===== config.mk =====
export PLATFORM = sky130hd
export DESIGN_NAME = card_link_host
export DESIGN_NICKNAME = d
export VERILOG_FILES = /design/src/card_link_pkg.sv /design/src/card_link_host.sv
export VERILOG_INCLUDE_DIRS = /design/src
export SDC_FILE = /design/constraint.sdc
export NUM_CORES = 1
export LEC_CHECK = 0
export BUFFER_PORTS_ARGS = -buffer_cell sky130_fd_sc_hd__buf_2
export CAP_MARGIN = 20
export CORE_MARGIN = 3
export CORE_UTILIZATION = 55
export CTS_CLUSTER_DIAMETER = 50
export CTS_CLUSTER_SIZE = 28
export DETAILED_ROUTE_END_ITERATION = 16
export PLACE_DENSITY = 0.73
export SLEW_MARGIN = 30
export SYNTH_ARGS = -nofsm -noshare
export SYNTH_HDL_FRONTEND = slang
export SYNTH_SLANG_ARGS = --single-unit

===== constraint.sdc =====
create_clock -name clock -period 8.4 [get_ports clock]
set_input_delay 1.26 -clock clock [delete_from_list [all_inputs] [get_ports clock]]
set_output_delay 1.26 -clock clock [all_outputs]
set_load 0.1 [all_outputs]

===== src/card_link_regs.svh =====
// Timing counts and fixed values for the card link controller.
// Assumes a 50 MHz system clock; card timing counts are in card clocks except CARD_HALF_CYC, which is in system cycles.
`ifndef CARD_LINK_REGS_SVH
`define CARD_LINK_REGS_SVH

// System clock and wanted card clock rate, in Hz
`define SYS_CLK_HZ 50000000
`define CARD_CLK_HZ 4166666
// System cycles per card clock half period (rounded down to an even divider)
`define CARD_HALF_CYC (`SYS_CLK_HZ / (2 * `CARD_CLK_HZ))
// Card clocks per elementary time unit and mid-bit sample point
`define ETU_CLKS 9'd372
`define ETU_LAST 9'd371
`define ETU_MID 9'd185
// Bits per character (start, 8 data, parity) and guard etu after it
`define CHAR_LAST_BIT 4'd9
`define GUARD_LAST_ETU 4'd1
// Clock stop waits, in card clocks
`define STOP_WAIT_CLKS 16'd1860
`define WAKE_WAIT_CLKS 16'd744
// Reset low time after clock start, in card clocks
`define RST_HOLD_CLKS 16'd400
// Answer to reset limits
`define ATR_MAX_CHARS 6'd33
`define ATR_GAP_CLKS 16'd20000
// Instruction byte of the sleep command
`define SLEEP_INS 8'hfa
// Transmit buffer
`define TX_FIFO_DEPTH 8
`define TX_WORD_BITS 9

`endif


===== src/card_link_pkg.sv =====
// Types shared by the card link controller and its bench.
// Assumes card_link_regs.svh supplies all numeric constants.
package card_link_pkg;

  // One byte bound for the card, first marks a command header start
  typedef struct packed {
    logic first;
    logic [7:0] data;
  } tx_word_t;

  // One byte received from the card with its parity check
  typedef struct packed {
    logic parity_err;
    logic [7:0] data;
  } rx_word_t;

  // Session control states
  typedef enum logic [2:0] {
    ST_OFF, ST_RST, ST_ATR, ST_IDLE, ST_STOPPED, ST_WAKE
  } ctl_state_t;

  // Character engine modes
  typedef enum logic [1:0] {
    BE_IDLE, BE_TX, BE_RX, BE_GUARD
  } bit_mode_t;

endpackage : card_link_pkg


===== src/card_link_host.sv =====
// Mobile-side controller for a subscriber card: clock, reset, data line.
// Assumes one 50 MHz clock; the card data pin is asynchronous and is
// synchronised; the card clock is made here by division.
`timescale 1ns/1ps
`default_nettype none
`include "card_link_regs.svh"
// ***************************************************************
// Transmit buffer
// ***************************************************************
module card_tx_fifo #(
  parameter int WIDTH = `TX_WORD_BITS,
  parameter int DEPTH = `TX_FIFO_DEPTH
) (
  input wire logic clock,
  input wire logic reset_n,
  input wire logic [WIDTH-1:0] in_data,
  input wire logic in_valid,
  output logic in_ready,
  output logic [WIDTH-1:0] out_data,
  output logic out_valid,
  input wire logic out_ready
);
  localparam int AW = $clog2(DEPTH);
  logic [WIDTH-1:0] mem [DEPTH];
  logic [AW-1:0] wr_ptr, rd_ptr;
  logic [AW:0] count, next_count;
  logic push, pop;
  assign push = in_valid && in_ready;
  assign pop = out_valid && out_ready;
  assign out_valid = (count != '0);
  assign out_data = mem[rd_ptr];
  // Occupancy after this cycle
  always_comb begin
    next_count = count + {{AW{1'b0}}, push} - {{AW{1'b0}}, pop};
  end
  // Pointers, count and registered ready
  always_ff @(posedge clock or negedge reset_n) begin
    if (!reset_n) begin
      wr_ptr <= '0;
      rd_ptr <= '0;
      count <= '0;
      in_ready <= 1'b1;
    end else begin
      if (push) begin
        wr_ptr <= wr_ptr + 1'b1;
      end
      if (pop) begin
        rd_ptr <= rd_ptr + 1'b1;
      end
      count <= next_count;
      in_ready <= (next_count != DEPTH[AW:0]);
    end
  end
  // Storage
  always_ff @(posedge clock) begin
    if (push) begin
      mem[wr_ptr] <= in_data;
    end
  end
endmodule : card_tx_fifo
// ***************************************************************
// Card link controller
// ***************************************************************
module card_link_host
  import card_link_pkg::*;
(
  input wire logic clock,
  input wire logic reset_n,
  input wire logic session_on,
  input wire logic clock_stop_allowed,
  input wire logic clock_stop_req,
  input wire tx_word_t tx_word,
  input wire logic tx_valid,
  output logic tx_ready,
  output rx_word_t rx_word,
  output logic rx_valid,
  output logic atr_done,
  output logic [5:0] atr_count,
  output logic card_idle,
  output logic clock_stopped,
  output logic sleep_refused,
  output logic card_clk,
  output logic card_rst_n,
  input wire logic io_in,
  output logic io_out,
  output logic io_oe
);
  localparam logic [2:0] HALF_LAST = 3'(`CARD_HALF_CYC - 1);
  ctl_state_t state;
  bit_mode_t mode;
  logic [2:0] div_cnt;
  logic clk_rise, clk_run, io_meta, io_sync, hdr_pos1, dropping;
  logic [8:0] etu_cnt;
  logic [3:0] bit_idx;
  logic [9:0] shreg;
  logic [15:0] wait_cnt;
  tx_word_t fifo_word;
  logic fifo_valid, fifo_pop, drop_now, tx_start, rx_start, rx_end, etu_end;
  // Saturating card clock count
  function automatic logic [15:0] sat_inc(input logic [15:0] v);
    sat_inc = (v == 16'hffff) ? v : v + 16'd1;
  endfunction : sat_inc
  // ***************************************************************
  // Card clock
  // ***************************************************************
  assign clk_run = (state != ST_OFF) && (state != ST_STOPPED);
  always_ff @(posedge clock or negedge reset_n) begin
    if (!reset_n) begin
      div_cnt <= 3'h0;
      card_clk <= 1'b0;
      clk_rise <= 1'b0;
    end else begin
      clk_rise <= 1'b0;
      if (!clk_run && !card_clk) begin
        div_cnt <= 3'h0; // Park low
      end else if (div_cnt == HALF_LAST) begin
        div_cnt <= 3'h0;
        card_clk <= !card_clk;
        clk_rise <= !card_clk;
      end else begin
        div_cnt <= div_cnt + 3'h1;
      end
    end
  end
  // Data pin synchroniser
  always_ff @(posedge clock or negedge reset_n) begin
    if (!reset_n) begin
      io_meta <= 1'b1;
      io_sync <= 1'b1;
    end else begin
      io_meta <= io_in;
      io_sync <= io_meta;
    end
  end

  // ***************************************************************
  // Transmit buffer and command filter
  // ***************************************************************
  card_tx_fifo #(.WIDTH(`TX_WORD_BITS), .DEPTH(`TX_FIFO_DEPTH)) u_fifo (
    .clock(clock),
    .reset_n(reset_n),
    .in_data(tx_word),
    .in_valid(tx_valid),
    .in_ready(tx_ready),
    .out_data(fifo_word),
    .out_valid(fifo_valid),
    .out_ready(fifo_pop)
  );
  // Bytes are taken only from an idle link at a card clock edge
  assign fifo_pop = clk_rise && (state == ST_IDLE) && (mode == BE_IDLE)
    && fifo_valid && io_sync;
  assign drop_now = fifo_word.first ? 1'b0
    : (dropping || (hdr_pos1 && (fifo_word.data == `SLEEP_INS)));
  assign tx_start = fifo_pop && !drop_now;
  assign rx_start = clk_rise && (mode == BE_IDLE) && !io_sync && !fifo_pop
    && ((state == ST_ATR) || (state == ST_IDLE));
  assign etu_end = clk_rise && (etu_cnt == `ETU_LAST);
  assign rx_end = etu_end && (mode == BE_RX) && (bit_idx == `CHAR_LAST_BIT);
  // Header position tracking
  always_ff @(posedge clock or negedge reset_n) begin
    if (!reset_n) begin
      hdr_pos1 <= 1'b0;
      dropping <= 1'b0;
      sleep_refused <= 1'b0;
    end else if (fifo_pop) begin
      hdr_pos1 <= fifo_word.first;
      dropping <= drop_now;
      if (drop_now && !dropping) begin
        sleep_refused <= 1'b1;
      end
    end else if (state == ST_OFF) begin
      sleep_refused <= 1'b0;
    end
  end

  // ***************************************************************
  // Character engine
  // ***************************************************************
  // etu character framing
  always_ff @(posedge clock or negedge reset_n) begin
    if (!reset_n) begin
      mode <= BE_IDLE;
      etu_cnt <= 9'h0;
      bit_idx <= 4'h0;
      shreg <= 10'h3ff;
      io_oe <= 1'b0;
    end else if (state == ST_OFF || state == ST_RST) begin
      mode <= BE_IDLE;
      etu_cnt <= 9'h0;
      bit_idx <= 4'h0;
      io_oe <= 1'b0;
    end else if (tx_start) begin
      mode <= BE_TX;
      etu_cnt <= 9'h0;
      bit_idx <= 4'h0;
      shreg <= {^fifo_word.data, fifo_word.data, 1'b0};
      io_oe <= 1'b1; // Start bit low
    end else if (rx_start) begin
      mode <= BE_RX;
      etu_cnt <= 9'h0;
      bit_idx <= 4'h0;
    end else if (clk_rise && mode != BE_IDLE) begin
      etu_cnt <= (etu_cnt == `ETU_LAST) ? 9'h0 : etu_cnt + 9'h1;
      if (mode == BE_RX && etu_cnt == `ETU_MID) begin
        shreg <= {io_sync, shreg[9:1]}; // Mid-bit sample
      end
      if (etu_cnt == `ETU_LAST) begin
        bit_idx <= bit_idx + 4'h1;
        case (mode)
          BE_TX: begin
            if (bit_idx == `CHAR_LAST_BIT) begin
              mode <= BE_GUARD;
              bit_idx <= 4'h0;
              io_oe <= 1'b0;
            end else begin
              io_oe <= !shreg[bit_idx + 4'h1];
            end
          end
          BE_RX: begin
            if (bit_idx == `CHAR_LAST_BIT) begin
              mode <= BE_GUARD;
              bit_idx <= 4'h0;
            end
          end
          BE_GUARD: begin
            if (bit_idx == `GUARD_LAST_ETU) begin
              mode <= BE_IDLE;
              bit_idx <= 4'h0;
            end
          end
          default: begin
            mode <= BE_IDLE;
          end
        endcase
      end
    end
  end
  // Received byte out
  always_ff @(posedge clock or negedge reset_n) begin
    if (!reset_n) begin
      rx_word <= '0;
      rx_valid <= 1'b0;
    end else begin
      rx_valid <= rx_end;
      if (rx_end) begin
        rx_word.data <= shreg[8:1];
        rx_word.parity_err <= ^shreg[9:1];
      end
    end
  end

  // ***************************************************************
  // Session control
  // ***************************************************************
  // stop, wake, answer
  always_ff @(posedge clock or negedge reset_n) begin
    if (!reset_n) begin
      state <= ST_OFF;
      wait_cnt <= 16'h0;
    end else if (!session_on) begin
      state <= ST_OFF;
      wait_cnt <= 16'h0;
    end else begin
      if (mode != BE_IDLE) begin
        wait_cnt <= 16'h0;
      end else if (clk_rise) begin
        wait_cnt <= sat_inc(wait_cnt);
      end
      case (state)
        ST_OFF: begin
          state <= ST_RST;
          wait_cnt <= 16'h0;
        end
        ST_RST: begin
          if (wait_cnt >= `RST_HOLD_CLKS) begin
            state <= ST_ATR;
            wait_cnt <= 16'h0;
          end
        end
        ST_ATR: begin
          if (mode == BE_IDLE && (atr_count == `ATR_MAX_CHARS
              || wait_cnt >= `ATR_GAP_CLKS)) begin
            state <= ST_IDLE;
          end
        end
        ST_IDLE: begin
          if (clock_stop_req && clock_stop_allowed && !fifo_valid
              && mode == BE_IDLE && io_sync && wait_cnt >= `STOP_WAIT_CLKS) begin
            state <= ST_STOPPED;
          end
        end
        ST_STOPPED: begin
          if (fifo_valid || !clock_stop_req || !clock_stop_allowed) begin
            state <= ST_WAKE;
            wait_cnt <= 16'h0;
          end
        end
        ST_WAKE: begin
          if (wait_cnt >= `WAKE_WAIT_CLKS) begin
            state <= ST_IDLE;
          end
        end
        default: begin
          state <= ST_OFF;
        end
      endcase
    end
  end
  // Answer to reset progress
  always_ff @(posedge clock or negedge reset_n) begin
    if (!reset_n) begin
      atr_count <= 6'h0;
      atr_done <= 1'b0;
    end else if (state == ST_OFF || state == ST_RST) begin
      atr_count <= 6'h0;
      atr_done <= 1'b0;
    end else begin
      if (rx_end && state == ST_ATR && atr_count != `ATR_MAX_CHARS) begin
        atr_count <= atr_count + 6'h1;
      end
      atr_done <= (state != ST_ATR);
    end
  end

  // ***************************************************************
  // Pins and status
  // ***************************************************************
  // idle view of the card
  always_ff @(posedge clock or negedge reset_n) begin
    if (!reset_n) begin
      card_rst_n <= 1'b0;
      io_out <= 1'b0;
      card_idle <= 1'b0;
      clock_stopped <= 1'b0;
    end else begin
      card_rst_n <= (state != ST_OFF) && (state != ST_RST);
      io_out <= 1'b0; // Open drain, drives low only
      card_idle <= (mode == BE_IDLE) && ((state == ST_IDLE)
        || (state == ST_STOPPED) || (state == ST_WAKE));
      clock_stopped <= (state == ST_STOPPED) && !card_clk;
    end
  end
endmodule : card_link_host
`default_nettype wire


======== After elaboration in Yosys (flattened, before gate mapping) ========
Memories as Yosys holds them, arrays and structs flattened.
Index checks and enable logic that the tools add are counted.
storage, ports and cells
  register bits ........................... 86
  bits in writable memories ............... 72
  input bits .............................. 16
  output and inout bits ................... 25
  logic and storage cells ................. 209
  memories ................................ 1
memory list
  name        words  width  read ports  clocked after Yosys merged registers in  write ports  RTL line              source
  u_fifo.mem  8      9      1           0                                        1            card_link_host.sv:24  logic [WIDTH-1:0] mem [DEPTH];
operators by class
  $add $sub $neg .......................... 9
  $lt $le $gt $ge ......................... 5
  equal/unequal tests ..................... 31
  multiplexer cells ....................... 61
  bitwise logic cells ..................... 2
  reduce and logical (&&, ||, !) cells .... 73
operator list
  cell                                                   number
  two-way mux 16 bit                                     6
  one-hot mux 16 bit (3 select lines)                    1
  two-way mux 9 bit                                      5
  two-way mux 10 bit                                     4
  logical AND 1 bit                                      31
  two-way mux 4 bit                                      7
  two-way mux 3 bit                                      8
  != test 3 bit, second input constant                   6
  one-hot mux 3 bit (6 select lines)                     1
  two-way mux 1 bit                                      17
  adder 16 x 1 -> 16 bit, second input constant          1
  == test 16 bit, second input constant                  1
  >= comparator 16 x 10 -> 1 bit, second input constant  1
  >= comparator 16 x 11 -> 1 bit, second input constant  1
  >= comparator 16 x 15 -> 1 bit, second input constant  1
  >= comparator 16 x 9 -> 1 bit, second input constant   1
  two-way mux 2 bit                                      7
  two-way mux 6 bit                                      2
  AND reduction 4 bit                                    3
  nonzero test 3 bit                                     4
  nonzero test 4 bit                                     3
  logical NOT 1 bit                                      10
  nonzero test 2 bit                                     5
  adder 3 x 1 -> 3 bit, second input constant            3
  other kinds (37)                                       52

======== Longest topological paths before layout ========
  word-level depth ........................ 11
  gate-level depth with buffers ........... 12
  mapped depth without buffers ............ 11

======== Hierarchy ========
From an unflattened synthesis, not the netlist that was laid out.
unflattened totals
  cell total of the unflattened synthesis .. 615
  area total of the unflattened synthesis .. 7746.2 um^2
modules (own cells, without submodules)
  module          times used  cells each  area each (um^2)  seq. area each (um^2)
  card_link_host  1           454         4352.9            1891.8
  card_tx_fifo    1           161         3393.3            2438.6

======== Worst setup path after synthesis ========
OpenSTA, ideal clock, no wires.
  path type ............................... reg-to-reg
  start ................................... reg u_fifo.rd_ptr[0]
  end ..................................... reg etu_cnt[7]
  library setup time ...................... 0.078 ns
  data arrival time ....................... 3.390 ns
  data required time ...................... 8.322 ns
  slack ................................... 4.933 ns
  stages on the path, launching flop included .. 12
  buffers on the path ..................... 2
  clock period less this slack ............ 3.467 ns
  cell sequence ........................... dfrtp_1 > clkbuf_1 > buf_2 > mux4_2 > mux2_2 > ha_1 > and3_1 > a31oi_1 > o21a_1 > nor2_1 > or4_1 > a21oi_1
between the ends
  longest elaborated chain between the ends .. 9
  elaborated cells between the ends (all ways) .. 10
  classes of those cells .................. eq/ne: 1; mux: 3; reduce/logical: 5; memory: 1
ends and longest elaborated chain
  element                         RTL line               source
  start: declaration              card_link_host.sv:25   logic [AW-1:0] wr_ptr, rd_ptr;
  start signal: assignment        card_link_host.sv:48   rd_ptr <= rd_ptr + 1'b1;
  memory read (8 x 9 bit) (*)     -
  == test 8 bit (no source line)  -
  logical AND 1 bit               card_link_host.sv:153  : (dropping || (hdr_pos1 && (fifo_word.data == `SLEEP_INS)));
  logical OR 1 bit                card_link_host.sv:153
  two-way mux 1 bit (*)           card_link_host.sv:152  assign drop_now = fifo_word.first ? 1'b0
  logical NOT 1 bit (*)           card_link_host.sv:154  assign tx_start = fifo_pop && !drop_now;
  logical AND 1 bit (*)           card_link_host.sv:154
  two-way mux 9 bit               card_link_host.sv:192  end else if (tx_start) begin
  two-way mux 9 bit               card_link_host.sv:187  end else if (state == ST_OFF || state == ST_RST) begin
  end signal: assignment          card_link_host.sv:203  etu_cnt <= (etu_cnt == `ETU_LAST) ? 9'h0 : etu_cnt + 9'h1;
  end: declaration                card_link_host.sv:93   logic [8:0] etu_cnt;
Mark *: on every way between the ends. The rest lies on a longest branch, timed or not.
A chain may end at the register's enable or synchronous reset.

======== Worst setup path after layout ========
Same ends and word-level chain as after synthesis.

==> flow_results.xml <==
<?xml version="1.0" encoding="UTF-8"?>
<metrics>
  <group name="finish">
    <metric name="share_of_final_layout_standard_cells_stronger_than_drive_strength_1" unit="%">21.8</metric>
    <metric name="layoutNonFillerInstCount" unit="">818</metric>
    <metric name="final_layout_net_count" unit="">670</metric>
    <metric name="insertedDiodeCount" unit="">0</metric>
    <metric name="finish.utilization" unit="%">63.7</metric>
    <metric name="flow.area_growth_from_synthesis" unit="%">12.7</metric>
  </group>
  <group name="place">
    <metric name="number_of_port_buffers" unit="">39</metric>
    <metric name="post-place-cells" unit="">786</metric>
    <metric name="dp_hpwl" unit="um">9940</metric>
    <metric name="placement.setup.worst_slack" unit="ns">4.67</metric>
    <metric name="gp_congestion" unit="">0.880</metric>
  </group>
  <group name="worst_setup_path">
    <metric name="worst_setup_path_end_kind" unit="">flop</metric>
    <metric name="crit_path_max_fanout" unit="">19</metric>
    <metric name="max_incr_delay_on_cp" unit="ns">0.74</metric>
    <metric name="start_kind" unit="">flop</metric>
    <metric name="worstSetupPathType" unit="">reg -&gt; reg</metric>
    <metric name="path_cells" unit="">mux4_1 &gt; mux2_2 &gt; ha_1 &gt; and3_1 &gt; a31oi_1 &gt; o21a_1 &gt; nor2_1 &gt; or4_1 &gt; a21oi_1</metric>
    <metric name="critical_path_buf_inv_count" unit="">0</metric>
    <metric name="arrival" unit="ns">4.09</metric>
    <metric name="worstPathRequired" unit="ns">8.74</metric>
    <metric name="slowest_stage" unit="">dfrtp_2</metric>
    <metric name="rrSetupSlack" unit="ns">4.64</metric>
    <metric name="cpLargestDelayFamily" unit="">compound AO/OA/AOI/OAI gates</metric>
  </group>
  <group name="synth">
    <metric name="async_reset_ff_share" unit="%">54.4</metric>
    <metric name="synth_fp_nets" unit="">633</metric>
    <metric name="synth_area_per_cell" unit="um^2">12.7</metric>
    <metric name="synth_area_leader_cell" unit="">edfxtp_1</metric>
    <metric name="ys_warn_count" unit="">0</metric>
    <metric name="most_common_flop_cell_mapped_by_yosys" unit="">dfrtp_1</metric>
    <metric name="synth.lib_cells_used.distinct" unit="">75</metric>
    <metric name="synth-seq-area-share" unit="%">57.6</metric>
    <metric name="synth-seq-cells" unit="">158</metric>
    <metric name="netlist_top_cells_area" unit="">edfxtp_1, dfrtp_1, mux4_2</metric>
    <metric name="synth_area" unit="um^2">7510</metric>
    <metric name="synth-edff-count" unit="">72</metric>
    <metric name="synthDominantCellAreaShare" unit="%">28.8</metric>
    <metric name="synthesis.instances" unit="">592</metric>
  </group>
  <group name="global_routing">
    <metric name="vias_in_the_first_global_route" unit="">4724</metric>
    <metric name="grt_remaining_overflow" unit="">0</metric>
    <metric name="grt_util_all_layers" unit="%">21.2</metric>
    <metric name="grt_pass1_wl" unit="um">24400</metric>
    <metric name="grt_max_degree" unit="">61</metric>
    <metric name="antenna_found_initial" unit="">0</metric>
  </group>
  <group name="detailed_routing">
    <metric name="drt_first_iter_violations" unit="">319</metric>
    <metric name="drt_drc_violations_left" unit="">0</metric>
    <metric name="wirelength" unit="um">14700</metric>
    <metric name="routed_via_density" unit="">5.83</metric>
    <metric name="vias" unit="">4771</metric>
    <metric name="routed_wire_length_per_instance" unit="um">17.9</metric>
    <metric name="antenna_violating_nets_post_route" unit="">0</metric>
    <metric name="first_pass_iters" unit="">5</metric>
  </group>
  <group name="sta">
    <metric name="slew_viol_final" unit="">0</metric>
    <metric name="post-route-min-period" unit="ns">3.76</metric>
    <metric name="fmax" unit="GHz">0.266</metric>
    <metric name="worst-slew-pin-transition" unit="ns">0.941</metric>
    <metric name="final.period_utilization" unit="%">44.7</metric>
    <metric name="final_hold_viol_count" unit="">0</metric>
    <metric name="rsz_0062_raised_after_global_routing" unit="">no</metric>
    <metric name="fin_setup_tns" unit="ns">0</metric>
    <metric name="timing.slew.headroom" unit="%">37.1</metric>
    <metric name="finalClockSkew" unit="ns">0.00764</metric>
    <metric name="report.final.setup_viol" unit="">0</metric>
    <metric name="worst_case_setup_margin_in_the_final_layout" unit="ns">4.64</metric>
  </group>
  <group name="cts">
    <metric name="cts-root-buf" unit="">clkbuf_16</metric>
    <metric name="cts-htree-levels" unit="">4</metric>
    <metric name="post_cts_resized" unit="">0</metric>
    <metric name="cts_tree" unit="">yes</metric>
    <metric name="cts_buffer_count" unit="">17</metric>
    <metric name="ctsLongestPathBuffers" unit="">2</metric>
    <metric name="cts.sink_count" unit="">158</metric>
    <metric name="cts_hold_repair.buffers" unit="">0</metric>
    <metric name="cts.reportedPaths.clkPinSlew" unit="ns">0.06</metric>
    <metric name="worst_skew_pair.late_latency" unit="ns">0.42</metric>
    <metric name="post_cts.repair.setup_buffers" unit="">0</metric>
  </group>
  <group name="die">
    <metric name="ioPinCount" unit="">41</metric>
    <metric name="die_h" unit="um">123</metric>
    <metric name="start_util" unit="%">56.5</metric>
    <metric name="fp.dieArea" unit="um^2">15100</metric>
    <metric name="design.core.area" unit="um^2">13300</metric>
    <metric name="num_rows" unit="">42</metric>
    <metric name="dieWidth" unit="um">123</metric>
  </group>
  <group name="hold_path">
    <metric name="hp-class" unit="">reg -&gt; reg</metric>
  </group>
  <group name="power">
    <metric name="cellPowerDensity" unit="nW/um^2">243</metric>
    <metric name="total_leakage_power" unit="nW">3.39</metric>
    <metric name="worst_ir_drop_vdd" unit="mV">0.201</metric>
  </group>
  <group name="outcome">
    <metric name="run_status" unit="">completed</metric>
  </group>
  <group name="job">
    <metric name="cap_violations" unit="">0</metric>
  </group>
</metrics>
report_power, final:
group	switching (W)	internal (W)	leakage, nW	total (W)
Clock	0.000303	0.000464	0.292	0.000767
Sequential	0.0000582	0.000901	1.78	0.000959
Combinational	0.000216	0.000116	1.32	0.000333
cells by family after synthesis:
kind of cell / share of synthesized area (%)
buffers and inverters: 2.65
XOR/XNOR: 4.08
AO/OA/AOI/OAI: 6.96
AND/OR/NAND/NOR: 14.3
multiplexers: 10.0
flip-flops: 57.6
adder cells (fa/ha/maj): 4.26
other: 0.0499
registers in the layout (all words and copies together) (netlist names), 2 cells and up:
name           flops
atr_count          6
bit_idx            4
div_cnt            3
etu_cnt            9
mode               2
rx_word            9
shreg             10
state              3
u_fifo.count       4
u_fifo.mem        72
u_fifo.rd_ptr      3
u_fifo.wr_ptr      3
wait_cnt          16
cells in the final DEF (no fill, tap or decap), types with 4 or more instances in the layout:
cell type  Yosys  layout
dfstp_2       13      13
and4_1         4       4
and3_1        10      10
mux2i_1        6       6
nand2_1       45      45
o21ai_0       12      12
mux2_2        18      18
mux4_2        16      16
a21boi_0       4       4
xor2_1        17      17
dfrtp_1       73      72
inv_1         22      22
edfxtp_1      72      72
mux4_1         4       4
o21ai_1        4       4
ha_1          24      24
buf_4          1       4
clkbuf_16      0      17
nand3_1       12      12
nor4b_1        4       4
xnor2_1       18      18
nor3_2         1       5
nor3_1        16      12
nor2b_1        4       4
nand4_1       14      14
o31ai_1        5       5
nor2_1        53      52
clkinv_4       0       5
nand2b_1      11      11
a21oi_1       16      16
buf_2          9      38
and2_1         6       6
final timing paths:
kind	from	end	cells past startpoint
setup / recovery	u_fifo.rd_ptr[0]	etu_cnt[7]	9
hold / removal	io_meta	io_sync	0
setup reg to reg	u_fifo.rd_ptr[0]	etu_cnt[7]	9
hold reg to reg	io_meta	io_sync	0
max in group asynchronous	reset_n	u_fifo.rd_ptr[0]	2
min in group asynchronous	reset_n	wait_cnt[10]	1
worst reg2reg max path, delay by kind of cell (launching register included):
family / cells / cell delay (ns)
AOI/OAI and AO/OA: 3 / 0.94
DFF: 1 / 0.74
adders and majority gates: 1 / 0.18
and+or+nand+nor: 3 / 0.87
muxes: 2 / 0.95
Yosys cell counts (all sizes together), types with 14 or more instances:
master	instances
xor2	17
nor3	18
edfxtp	72
nor2	54
nand4	14
xnor2	18
a21oi	16
dfrtp	73
nand2	46
mux4	20
mux2	20
inv	23
ha	24
o21ai	17
metal layers:
metal  GRT usage (%)  vias up  share of wire, %
li1                -     2253                 -
met1            28.0     2388                44
met2            34.6      107                50
met3            5.16       23               4.3
met4            7.07        0               1.6
met5               0        -                 0
area by class of cell:
class                           count  area, um^2
Clock buffer                       21         470
Clock inverter                     11         133
Fill cell                         988        4830
Inverter                           23        86.3
Multi-Input combinational cell    387        3010
Sequential cell                   158        4330
Tap cell                          176         220
Timing Repair Buffer               42         220
metrics by stage:
step | power, W | instance area, um^2 | hold WS, ns
global route | 0.00216 | 8470 | 0.370
detailed placement | 0.00131 | 7860 | 0.351
global placement | 0.00129 | 7860 | 0.348
floorplan | 0.00120 | 7510 | 0.345
finish | 0.00206 | 8470 | 0.363
CTS | 0.00208 | 8460 | 0.366
No activity file was read; power rests on OpenSTA's default activity.
